===== config.mk =====
export PLATFORM = sky130hd
export DESIGN_NAME = drive_enable_stop_sequencer
export DESIGN_NICKNAME = d
export VERILOG_FILES = /design/src/design/drive_seq_pkg.sv /design/src/design/drive_enable_stop_sequencer.sv /design/src/design/pin_sync.sv
export SDC_FILE = /design/constraint.sdc
export NUM_CORES = 1
export LEC_CHECK = 0
export BUFFER_PORTS_ARGS = -buffer_cell sky130_fd_sc_hd__buf_2
export CORE_AREA = 2 2 142 144
export CTS_BUF_LIST = sky130_fd_sc_hd__clkbuf_8
export CTS_CLUSTER_DIAMETER = 30
export DETAILED_ROUTE_END_ITERATION = 6
export DIE_AREA = 0 0 144 146
export MAX_ROUTING_LAYER = met4
export PLACE_DENSITY = 0.68
export SYNTH_ARGS = -nofsm -noshare
export SYNTH_HDL_FRONTEND = slang
export SYNTH_SLANG_ARGS = --single-unit

===== constraint.sdc =====
create_clock -name aclk -period 3.35 [get_ports aclk]
set_input_delay 0.67 -clock aclk [delete_from_list [all_inputs] [get_ports aclk]]
set_output_delay 0.67 -clock aclk [all_outputs]
set_load 0.005 [all_outputs]

===== src/design/drive_seq_pkg.sv =====
// package: constants, field layouts and types for the drive enable/stop sequencer
package drive_seq_pkg;
  // register byte offsets
  localparam logic [7:0] off_control = 8'h00; // permits, fault clear
  localparam logic [7:0] off_config = 8'h04; // user output select
  localparam logic [7:0] off_stop_limit = 8'h08; // stop time limit in ms
  localparam logic [7:0] off_status = 8'h0c; // live state, read only
  localparam logic [7:0] off_irq_status = 8'h10; // sticky events, w1c
  localparam logic [7:0] off_irq_mask = 8'h14; // event mask
  localparam logic [7:0] off_fault_in = 8'h18; // fault condition inputs from sw monitors
  // control bit positions
  localparam int ctl_sw_permit = 0; // software permit variable
  localparam int ctl_plc_permit = 1; // plc permit variable over fieldbus
  localparam int ctl_fault_clear = 2; // software fault clear, self clearing
  // status bit positions
  localparam int st_torque = 0;
  localparam int st_vel_follow = 1;
  localparam int st_standstill = 2;
  localparam int st_health = 3;
  localparam int st_user_out = 4;
  localparam int st_major = 5;
  localparam int st_resettable = 6;
  // event bit positions
  localparam int ev_fault = 0;
  localparam int ev_coast = 1;
  localparam int ev_standstill = 2;
  localparam int ev_timeout = 3;
  localparam int ev_width = 4;
  // user output selections
  localparam logic [2:0] sel_health = 3'h0;
  localparam logic [2:0] sel_torque = 3'h1;
  localparam logic [2:0] sel_standstill = 3'h2;
  localparam logic [2:0] sel_vel_follow = 3'h3;
  localparam logic [2:0] sel_any_fault = 3'h4;
  // reset values
  localparam logic [15:0] stop_limit_reset = 16'h03e8; // 1000 ms
  localparam logic [2:0] user_sel_reset = 3'h0;
  // timing: one ms tick at 250 MHz
  localparam int clock_mhz = 250;
  localparam int tick_us = 1000;
  localparam int tick_cycles = tick_us * clock_mhz;
  // axi responses
  localparam logic [1:0] resp_okay = 2'h0;
  localparam logic [1:0] resp_slverr = 2'h2;
  // stop sequence states
  typedef enum logic [1:0] {st_off, st_run, st_braking, st_free} stop_state_t;
  // synchronised control pins
  typedef struct packed {
    logic drive_en;
    logic speed_en;
    logic fault_clr;
    logic bus_ok;
  } ctrl_pins_t;
endpackage : drive_seq_pkg


===== src/design/drive_enable_stop_sequencer.sv =====
// drive enable / stop sequencer with axi4-lite registers
// Summary of operation
// fault clear input clears resettable faults
// persisting cause raises same fault again
// major faults ignore clear, power cycle only
// health contact closed unless a fault present
// user output chosen by configuration parameter
// permits accepted in either order
// controller waits for soft start before enables
// torque only with power permit and bus
// velocity command followed only with both permits
// power permit is and of three requests
// power permit loss removes torque at once
// speed permit loss zeroes command, keeps torque
// standstill in time sets flag, drops torque
// stop limit expiry drops torque, motor coasts
// hardware permit cuts power without software
// inputs synchronised, stop limit counted in ticks
`timescale 1ns/10ps
`default_nettype none
module drive_enable_stop_sequencer #(
  parameter int vel_width = 16, // velocity command width
  parameter int tick_len = drive_seq_pkg::tick_cycles, // cycles per ms tick
  parameter int fault_width = 8 // fault cause lines per class
) (
  input wire logic aclk,
  input wire logic aresetn,
  // axi4-lite slave
  input wire logic [7:0] s_axi_awaddr,
  input wire logic s_axi_awvalid,
  output logic s_axi_awready,
  input wire logic [31:0] s_axi_wdata,
  input wire logic [3:0] s_axi_wstrb,
  input wire logic s_axi_wvalid,
  output logic s_axi_wready,
  output logic [1:0] s_axi_bresp,
  output logic s_axi_bvalid,
  input wire logic s_axi_bready,
  input wire logic [7:0] s_axi_araddr,
  input wire logic s_axi_arvalid,
  output logic s_axi_arready,
  output logic [31:0] s_axi_rdata,
  output logic [1:0] s_axi_rresp,
  output logic s_axi_rvalid,
  input wire logic s_axi_rready,
  // control pins from the controller
  input wire logic drive_enable_pin,
  input wire logic speed_enable_pin,
  input wire logic fault_reset_pin,
  input wire logic bus_voltage_ok, // power bus present, from bus monitor
  input wire logic motor_at_rest, // speed below standstill threshold
  input wire logic [fault_width-1:0] resettable_cause, // live resettable conditions
  input wire logic [fault_width-1:0] major_cause, // live major conditions
  input wire logic [vel_width-1:0] velocity_cmd_in, // external command
  // outputs
  output logic [vel_width-1:0] velocity_cmd, // internal command
  output logic torque_enable, // power stage gate
  output logic health_status_contact, // closed = high
  output logic user_output_contact,
  output logic standstill_flag,
  output logic irq
);
  // synchronised control pins
  drive_seq_pkg::ctrl_pins_t pins;
  logic [3:0] pins_raw;

  // all pins cross into aclk through two flops
  assign pins_raw = {drive_enable_pin, speed_enable_pin, fault_reset_pin, bus_voltage_ok};
  pin_sync #(.width(4)) u_sync (
    .aclk(aclk),
    .aresetn(aresetn),
    .async_in(pins_raw),
    .sync_out(pins)
  );

  // fault sources are internal monitors; sampled through two flops as well to share timing
  logic [fault_width-1:0] res_s1, res_s2, maj_s1, maj_s2;
  logic rest_s1, rest_s2;
  always_ff @(posedge aclk) begin
    if (!aresetn) begin
      res_s1 <= '0;
      res_s2 <= '0;
      maj_s1 <= '0;
      maj_s2 <= '0;
      rest_s1 <= 1'b0;
      rest_s2 <= 1'b0;
    end else begin
      res_s1 <= resettable_cause;
      res_s2 <= res_s1;
      maj_s1 <= major_cause;
      maj_s2 <= maj_s1;
      rest_s1 <= motor_at_rest;
      rest_s2 <= rest_s1;
    end
  end

  // register state
  logic sw_permit, plc_permit, fault_clr_pulse;
  logic [2:0] user_sel;
  logic [15:0] stop_limit;
  localparam int ev_w = drive_seq_pkg::ev_width;
  logic [ev_w-1:0] irq_status, irq_mask;
  logic [fault_width-1:0] sw_res_fault, sw_maj_fault; // software-injected conditions
  logic [fault_width-1:0] res_latch, maj_latch; // latched faults

  // effective permit: and of three requests
  logic power_permit;
  assign power_permit = pins.drive_en & sw_permit & plc_permit;

  // fault latches; set wins over clear
  logic [fault_width-1:0] next_res_latch, next_maj_latch;
  logic clear_req;
  always_comb begin
    clear_req = pins.fault_clr | fault_clr_pulse;
    next_res_latch = res_latch;
    if (clear_req) begin
      next_res_latch = '0;
    end
    next_res_latch = next_res_latch | res_s2 | sw_res_fault;
    next_maj_latch = maj_latch | maj_s2 | sw_maj_fault; // no clear path
  end
  always_ff @(posedge aclk) begin
    if (!aresetn) begin
      res_latch <= '0;
      maj_latch <= '0;
    end else begin
      res_latch <= next_res_latch;
      maj_latch <= next_maj_latch;
    end
  end

  logic any_fault;
  assign any_fault = (|res_latch) | (|maj_latch);

  // stop sequence; the enables may arrive in any order
  drive_seq_pkg::stop_state_t state, next_state;
  logic [31:0] tick_cnt, next_tick_cnt;
  logic [15:0] ms_cnt, next_ms_cnt;
  logic ev_standstill, ev_timeout;
  always_comb begin
    next_state = state;
    next_tick_cnt = tick_cnt;
    next_ms_cnt = ms_cnt;
    ev_standstill = 1'b0;
    ev_timeout = 1'b0;
    // controller is trusted to hold enables until soft start is done
    unique case (state)
      drive_seq_pkg::st_off: begin
        if (power_permit && pins.bus_ok && !any_fault) begin
          next_state = drive_seq_pkg::st_run;
        end
      end
      drive_seq_pkg::st_run: begin
        if (!pins.speed_en) begin
          next_state = drive_seq_pkg::st_braking;
          next_tick_cnt = '0;
          next_ms_cnt = '0;
        end
      end
      drive_seq_pkg::st_braking: begin
        if (rest_s2) begin
          next_state = drive_seq_pkg::st_free;
          ev_standstill = 1'b1;
        end else if (ms_cnt >= stop_limit) begin
          next_state = drive_seq_pkg::st_free;
          ev_timeout = 1'b1;
        end else if (tick_cnt == 32'(tick_len - 1)) begin
          next_tick_cnt = '0;
          next_ms_cnt = ms_cnt + 16'h0001;
        end else begin
          next_tick_cnt = tick_cnt + 32'h0000_0001;
        end
      end
      drive_seq_pkg::st_free: begin
        if (pins.speed_en) begin
          next_state = drive_seq_pkg::st_run;
        end
      end
    endcase
    // loss of power permit, bus or a fault overrides everything
    if (!power_permit || !pins.bus_ok || any_fault) begin
      next_state = drive_seq_pkg::st_off;
    end
  end
  always_ff @(posedge aclk) begin
    if (!aresetn) begin
      state <= drive_seq_pkg::st_off;
      tick_cnt <= '0;
      ms_cnt <= '0;
    end else begin
      state <= next_state;
      tick_cnt <= next_tick_cnt;
      ms_cnt <= next_ms_cnt;
    end
  end

  // outputs; torque gated combinationally by the hardware pin so no register
  // or software path can hold the power stage on
  logic torque_state, follow;
  assign torque_state = (state == drive_seq_pkg::st_run) || (state == drive_seq_pkg::st_braking);
  assign torque_enable = torque_state & power_permit & pins.bus_ok;
  assign follow = (state == drive_seq_pkg::st_run) && pins.speed_en;

  logic [vel_width-1:0] next_velocity_cmd;
  logic next_standstill, user_mux;
  always_comb begin
    next_velocity_cmd = follow ? velocity_cmd_in : '0;
    next_standstill = standstill_flag;
    if (ev_standstill) begin
      next_standstill = 1'b1;
    end else if (state != drive_seq_pkg::st_free && state != drive_seq_pkg::st_braking) begin
      next_standstill = 1'b0;
    end
    unique case (user_sel)
      drive_seq_pkg::sel_torque: user_mux = torque_enable;
      drive_seq_pkg::sel_standstill: user_mux = standstill_flag;
      drive_seq_pkg::sel_vel_follow: user_mux = follow;
      drive_seq_pkg::sel_any_fault: user_mux = any_fault;
      default: user_mux = !any_fault; // health and unused codes
    endcase
  end
  always_ff @(posedge aclk) begin
    if (!aresetn) begin
      velocity_cmd <= '0;
      standstill_flag <= 1'b0;
      health_status_contact <= 1'b0;
      user_output_contact <= 1'b0;
    end else begin
      velocity_cmd <= next_velocity_cmd;
      standstill_flag <= next_standstill;
      health_status_contact <= !any_fault;
      user_output_contact <= user_mux;
    end
  end

  // axi4-lite write: take address and data in either order
  logic aw_held, w_held;
  logic [7:0] aw_addr;
  logic [31:0] w_data;
  logic [3:0] w_strb;
  assign s_axi_awready = !aw_held && !s_axi_bvalid;
  assign s_axi_wready = !w_held && !s_axi_bvalid;
  logic do_write;
  assign do_write = aw_held && w_held && !s_axi_bvalid;

  function automatic logic [31:0] merge(input logic [31:0] old, input logic [31:0] d,
                                        input logic [3:0] be);
    for (int i = 0; i < 4; i++) begin
      if (be[i]) old[i*8 +: 8] = d[i*8 +: 8];
    end
    return old;
  endfunction : merge

  logic [31:0] ctl_word, cfg_word, lim_word, mask_word, flt_word, wv, cur;
  assign ctl_word = {29'h0, 1'b0, plc_permit, sw_permit};
  assign cfg_word = {29'h0, user_sel};
  assign lim_word = {16'h0, stop_limit};
  assign mask_word = {28'h0, irq_mask};
  assign flt_word = {16'h0, sw_maj_fault, sw_res_fault};

  // addressed register as it stands, merged with the strobed write bytes
  always_comb begin
    unique case (aw_addr)
      drive_seq_pkg::off_control: cur = ctl_word;
      drive_seq_pkg::off_config: cur = cfg_word;
      drive_seq_pkg::off_stop_limit: cur = lim_word;
      drive_seq_pkg::off_irq_mask: cur = mask_word;
      drive_seq_pkg::off_fault_in: cur = flt_word;
      default: cur = w_data;
    endcase
    wv = merge(cur, w_data, w_strb);
  end

  logic [ev_w-1:0] events, next_irq_status;
  assign events = {ev_timeout, ev_standstill, torque_state && next_state == drive_seq_pkg::st_off,
                   (|(next_res_latch & ~res_latch)) | (|(next_maj_latch & ~maj_latch))};

  always_ff @(posedge aclk) begin
    if (!aresetn) begin
      aw_held <= 1'b0;
      w_held <= 1'b0;
      aw_addr <= '0;
      w_data <= '0;
      w_strb <= '0;
      s_axi_bvalid <= 1'b0;
      s_axi_bresp <= drive_seq_pkg::resp_okay;
      sw_permit <= 1'b0;
      plc_permit <= 1'b0;
      fault_clr_pulse <= 1'b0;
      user_sel <= drive_seq_pkg::user_sel_reset;
      stop_limit <= drive_seq_pkg::stop_limit_reset;
      irq_mask <= '0;
      irq_status <= '0;
      sw_res_fault <= '0;
      sw_maj_fault <= '0;
    end else begin
      fault_clr_pulse <= 1'b0;
      if (s_axi_awvalid && s_axi_awready) begin
        aw_held <= 1'b1;
        aw_addr <= s_axi_awaddr;
      end
      if (s_axi_wvalid && s_axi_wready) begin
        w_held <= 1'b1;
        w_data <= s_axi_wdata;
        w_strb <= s_axi_wstrb;
      end
      if (s_axi_bvalid && s_axi_bready) begin
        s_axi_bvalid <= 1'b0;
      end
      irq_status <= next_irq_status;
      if (do_write) begin
        aw_held <= 1'b0;
        w_held <= 1'b0;
        s_axi_bvalid <= 1'b1;
        s_axi_bresp <= drive_seq_pkg::resp_okay;
        unique case (aw_addr)
          drive_seq_pkg::off_control: begin
            sw_permit <= wv[drive_seq_pkg::ctl_sw_permit];
            plc_permit <= wv[drive_seq_pkg::ctl_plc_permit];
            fault_clr_pulse <= wv[drive_seq_pkg::ctl_fault_clear];
          end
          drive_seq_pkg::off_config: user_sel <= wv[2:0];
          drive_seq_pkg::off_stop_limit: stop_limit <= wv[15:0];
          drive_seq_pkg::off_irq_mask: irq_mask <= wv[ev_w-1:0];
          drive_seq_pkg::off_fault_in: begin
            sw_res_fault <= wv[fault_width-1:0];
            sw_maj_fault <= wv[2*fault_width-1:fault_width];
          end
          drive_seq_pkg::off_irq_status, drive_seq_pkg::off_status: begin
          end
          default: s_axi_bresp <= drive_seq_pkg::resp_slverr;
        endcase
      end
    end
  end

  // sticky events: set wins over write-one-to-clear
  always_comb begin
    next_irq_status = irq_status;
    if (do_write && aw_addr == drive_seq_pkg::off_irq_status && w_strb[0]) begin
      next_irq_status = irq_status & ~w_data[ev_w-1:0];
    end
    next_irq_status = next_irq_status | events;
  end
  assign irq = |(irq_status & irq_mask);

  // axi4-lite read: one cycle after address taken
  logic [31:0] status_word;
  assign status_word = {25'h0, |res_latch, |maj_latch, user_output_contact,
                        health_status_contact, standstill_flag, follow, torque_enable};
  assign s_axi_arready = !s_axi_rvalid;
  always_ff @(posedge aclk) begin
    if (!aresetn) begin
      s_axi_rvalid <= 1'b0;
      s_axi_rdata <= '0;
      s_axi_rresp <= drive_seq_pkg::resp_okay;
    end else if (s_axi_arvalid && s_axi_arready) begin
      s_axi_rvalid <= 1'b1;
      s_axi_rresp <= drive_seq_pkg::resp_okay;
      unique case (s_axi_araddr)
        drive_seq_pkg::off_control: s_axi_rdata <= ctl_word;
        drive_seq_pkg::off_config: s_axi_rdata <= cfg_word;
        drive_seq_pkg::off_stop_limit: s_axi_rdata <= lim_word;
        drive_seq_pkg::off_status: s_axi_rdata <= status_word;
        drive_seq_pkg::off_irq_status: s_axi_rdata <= {28'h0, irq_status};
        drive_seq_pkg::off_irq_mask: s_axi_rdata <= mask_word;
        drive_seq_pkg::off_fault_in: s_axi_rdata <= flt_word;
        default: begin
          s_axi_rdata <= '0;
          s_axi_rresp <= drive_seq_pkg::resp_slverr;
        end
      endcase
    end else if (s_axi_rready) begin
      s_axi_rvalid <= 1'b0;
    end
  end

  // checks
  a_torque_gate: assert property (@(posedge aclk) disable iff (!aresetn)
    torque_enable |-> (pins.drive_en && sw_permit && plc_permit && pins.bus_ok))
    else $error("torque without full permit");
  a_permit_cut: assert property (@(posedge aclk) disable iff (!aresetn)
    $fell(pins.drive_en) |-> !torque_enable)
    else $error("hardware permit did not cut torque");
  a_major_hold: assert property (@(posedge aclk) disable iff (!aresetn)
    (|maj_latch) |=> (|maj_latch))
    else $error("major fault cleared");
  a_clear_res: assert property (@(posedge aclk) disable iff (!aresetn)
    (clear_req && !(|res_s2) && !(|sw_res_fault)) |=> !(|res_latch))
    else $error("resettable fault not cleared");
  a_health: assert property (@(posedge aclk) disable iff (!aresetn)
    any_fault |=> !health_status_contact)
    else $error("health contact closed during fault");
  a_vel_zero: assert property (@(posedge aclk) disable iff (!aresetn)
    !pins.speed_en |=> velocity_cmd == '0)
    else $error("velocity not zeroed");
  a_coast_off: assert property (@(posedge aclk) disable iff (!aresetn)
    (state == drive_seq_pkg::st_braking && rest_s2 && power_permit && pins.bus_ok && !any_fault)
    |=> (standstill_flag && !torque_enable))
    else $error("standstill not flagged");
  a_timeout: assert property (@(posedge aclk) disable iff (!aresetn)
    (state == drive_seq_pkg::st_braking && ms_cnt >= stop_limit) |=> !torque_state)
    else $error("stop limit not enforced");
endmodule : drive_enable_stop_sequencer
`default_nettype wire


===== src/design/pin_sync.sv =====
// two flip-flop synchroniser for a packed group of pins
`timescale 1ns/10ps
`default_nettype none
module pin_sync #(
  parameter int width = 4
) (
  input wire logic aclk,
  input wire logic aresetn,
  input wire logic [width-1:0] async_in,
  output logic [width-1:0] sync_out
);
  logic [width-1:0] stage1; // first stage, read only by second stage
  logic [width-1:0] next_stage1;
  logic [width-1:0] next_sync_out;

  // next values: shift one stage per clock
  always_comb begin
    next_stage1 = async_in;
    next_sync_out = stage1;
  end

  // registers, reset low so every permit starts inactive
  always_ff @(posedge aclk) begin
    if (!aresetn) begin
      stage1 <= '0;
      sync_out <= '0;
    end else begin
      stage1 <= next_stage1;
      sync_out <= next_sync_out;
    end
  end
endmodule : pin_sync
`default_nettype wire


==> impl_metrics.yaml <==
timing:
  slew_viol_final: 0
  final_hold_viol_count: 0
  fin_worst_skew_ns: 0.01920
  setup_slack_ns: 0.2417
  relSlewSlack_pct: 34.61
  finalCritPeriodShare_pct: 92.78
  worst_pin_slew_ns: 0.9784
  rsz0062_at_grt: "false"
  min_period_ns: 3.108
  tns_ns: 0
  setup_violations: 0
  max_freq_ghz: 0.3217
yosys:
  netlist_area_mm2: 0.009623
  avgSynthCellArea_um2: 8.353
  synthFlopType: "dfxtp_1"
  yosysSeqAreaShare_pct: 45.98
  synth_top_family_by_area: "simple AND/OR/NAND/NOR gates"
  ys_ff_latch: 221
  synth_compound_area_share_pct: 13.68
  yosys_warnings: 0
  synthAdderAreaFrac_pct: 2.860
  synth_enable_flop_cells: 0
  synth_xor_area_share_pct: 2.912
  yosys.area_share.simple_pct: 27.24
  synth-async-reset-ratio_pct: 0
  yosysUniqueCellTypes: 64
  muxShareOfSynthArea_pct: 2.158
  synthCells: 1152
setup_path:
  worstSetupStartpoint: "stop_limit[15]"
  worstPathRequired_ns: 3.82
  path_class: "reg -> reg"
  start_kind: "flip-flop"
  cp-end-kind: "flip-flop"
  worstReg2RegStart: "stop_limit[15]"
  r2r_end: "ms_cnt[11]"
  crit_fanout: 22
  r2r_slack_ns: 0.24
  arrival_ns: 3.57
  reg2regPathDepth: 9
  crit_end: "ms_cnt[11]"
cts:
  cts_sinks: 221
  cts.repair.resized: 0
  post_cts_buffers: 0
  clk_pin_slew_ns: 0.06
  clock_latency_ns: 0.55
  cts_root_buf: "clkbuf_8"
  cts_buffer_depth: 3
  numCtsBuffers: 44
  cts_tree: "built"
  postCtsHoldBufs: 0
  cts_max_level: 2
die:
  rows: 51
  initial_core_util_pct: 49.77
  dieHeight_um: 146
  die-width_um: 144
  placeableCoreArea_mm2: 0.01933
  die_area_mm2: 0.02102
  ioPinCount: 158
status:
  status: "complete, but fails checks"
  violations: "DRC"
placement:
  port_buffers: 121
  place_ws_ns: 0.2810
  placed_cells: 1491
  dp_hpwl_mm: 16.56
  gp_congestion: 0.8799
routing:
  top_layer: "met4"
  first_iter_violations: 688
  vias: 8501
  wl_met1_mm: 11.04
  ant_nets: 0
  wire_per_inst_um: 15.30
  drc: 1
  wl_met2_mm: 10.41
  routed_wl_mm: 24.02
  wl_met3_mm: 2.145
  via_per_inst: 5.415
  firstDrtPassIters: 7
grt:
  antenna_found_initial: 1
  grt_start_max_net_pins: 99
  grt_use_total_pct: 23.47
  grt_pass1_wl_mm: 38.90
  overflow: 0
  grt_pass1_vias: 7835
cells_and_area:
  drive_gt1_share_pct: 17.25
  finish.utilization_pct: 58.56
  finalNonFillerCells: 1570
  mostFrequentLayoutCell: "dfxtp_1"
  fin_nets: 1390
  areaGrowthSynthToFinish_pct: 17.67
  final_cell_mix: "dfxtp_1 (221), nand2_1 (158), nor2_1 (138), buf_2 (121), a21oi_1 (106)"
power:
  total_power_w: 0.005903
  pwr_density_cell_mw_per_mm2: 521.3
  cellLeakagePower_nw: 4.551
  ir_drop_uv: 403.3
hold_path:
  min_path_type: "in -> reg"
job:
  maxCapViolations: 0
## synth_stat cells, types with 11 or more instances
library cell | instances | area share (%)
a21oi_1 | 106 | 5.5
a22oi_1 | 27 | 2.1
and2_1 | 73 | 4.7
and3_1 | 11 | 0.72
buf_2 | 11 | 0.57
buf_4 | 18 | 1.4
clkbuf_1 | 48 | 1.9
dfxtp_1 | 221 | 46
ha_1 | 22 | 2.9
inv_1 | 31 | 1.2
mux2i_1 | 14 | 1.5
nand2_1 | 158 | 6.2
nand3_1 | 37 | 1.9
nand4_1 | 21 | 1.4
nor2_1 | 138 | 5.4
nor3_1 | 31 | 1.6
nor4_1 | 17 | 1.1
o21ai_0 | 30 | 1.6
xnor2_1 | 24 | 2.2
## cell families (layout without fill, tap and decap cells)
| kind of cell | count (synthesis) | count (layout) |
|---|---|---|
| simple gates | 534 | 534 |
| flops | 221 | 221 |
| compound gates | 214 | 214 |
| buf+inv | 110 | 245 |
| xor+xnor | 32 | 32 |
| fa+ha+maj | 22 | 22 |
| mux | 18 | 18 |
| other cells | 1 | 19 |
## sequential cells by signal, indices dropped and copies added (netlist names), 8 cells and up
signal and flops:
res_s1 8, ms_cnt 16, maj_s2 8, sw_maj_fault 8
s_axi_rdata 16, res_s2 8, sw_res_fault 8, tick_cnt 32
stop_limit 16, maj_latch 8, aw_addr 8, res_latch 8
w_data 16, maj_s1 8, velocity_cmd 16
## layer usage
layer  vias to the layer above  global-route usage [%]
met5                         -                       -
met4                         0                   7.157
met3                        37                   5.660
met2                       339                   33.83
met1                      3921                   32.55
li1                       4204                       -
## critical path, cell delays in order, from the launching register on
cell and delay [ns]:
dfxtp_1 0.39, inv_1 0.06, ha_1 0.31, nand4_1 0.17, nor3_1 0.33, or4b_4 0.54, a31oi_4 0.63, nor4_2 0.22
a21bo_2 0.26, a21oi_1 0.11
## per-stage QoR
step	area (um2)	hold WS, ns
5_1_grt	11320	0.3002
4_1_cts	11320	0.2797
2_1_floorplan	9687	0.4119
3_5_place_dp	10370	0.4169
6_report	11320	0.3056
3_3_place_gp	10370	0.4156
## cell type report
class | instances | area [um2]
clock buffers | 54 | 743.2
fillers | 1793 | 8011
repair buffers | 135 | 723.2
well taps | 265 | 331.6
inverters | 32 | 120.1
diodes | 1 | 2.502
clock inverters | 24 | 203.9
multi-input cells | 838 | 4775
flip-flops and latches | 221 | 4424
## how the worst min path moves through the flow
stage                            start                  to  slack (ns)  cells after the start
5_1_grt                   s_axi_rready        s_axi_rvalid        0.30                      2
6_report                  s_axi_rready        s_axi_rvalid        0.31                      2
3_5_place_dp                 maj_s1[2]           maj_s2[2]        0.42                      1
3_3_place_gp   u_sync.next_sync_out[3]  u_sync.sync_out[3]        0.42                      1
2_1_floorplan                maj_s1[0]           maj_s2[0]        0.41                      1
4_1_cts                   s_axi_rready        s_axi_rvalid        0.28                      2
## report_power, final
| group | leakage, nW | internal, W | total [W] | switching, W |
|---|---|---|---|---|
| Sequential | 1.80 | 0.00270 | 0.00274 | 0.0000459 |
| Combinational | 2.24 | 0.000116 | 0.000295 | 0.000179 |
| Clock | 0.514 | 0.00170 | 0.00287 | 0.00117 |
| Total | 4.55 | 0.00451 | 0.00590 | 0.00139 |
No activity file was read; power rests on OpenSTA's default activity.
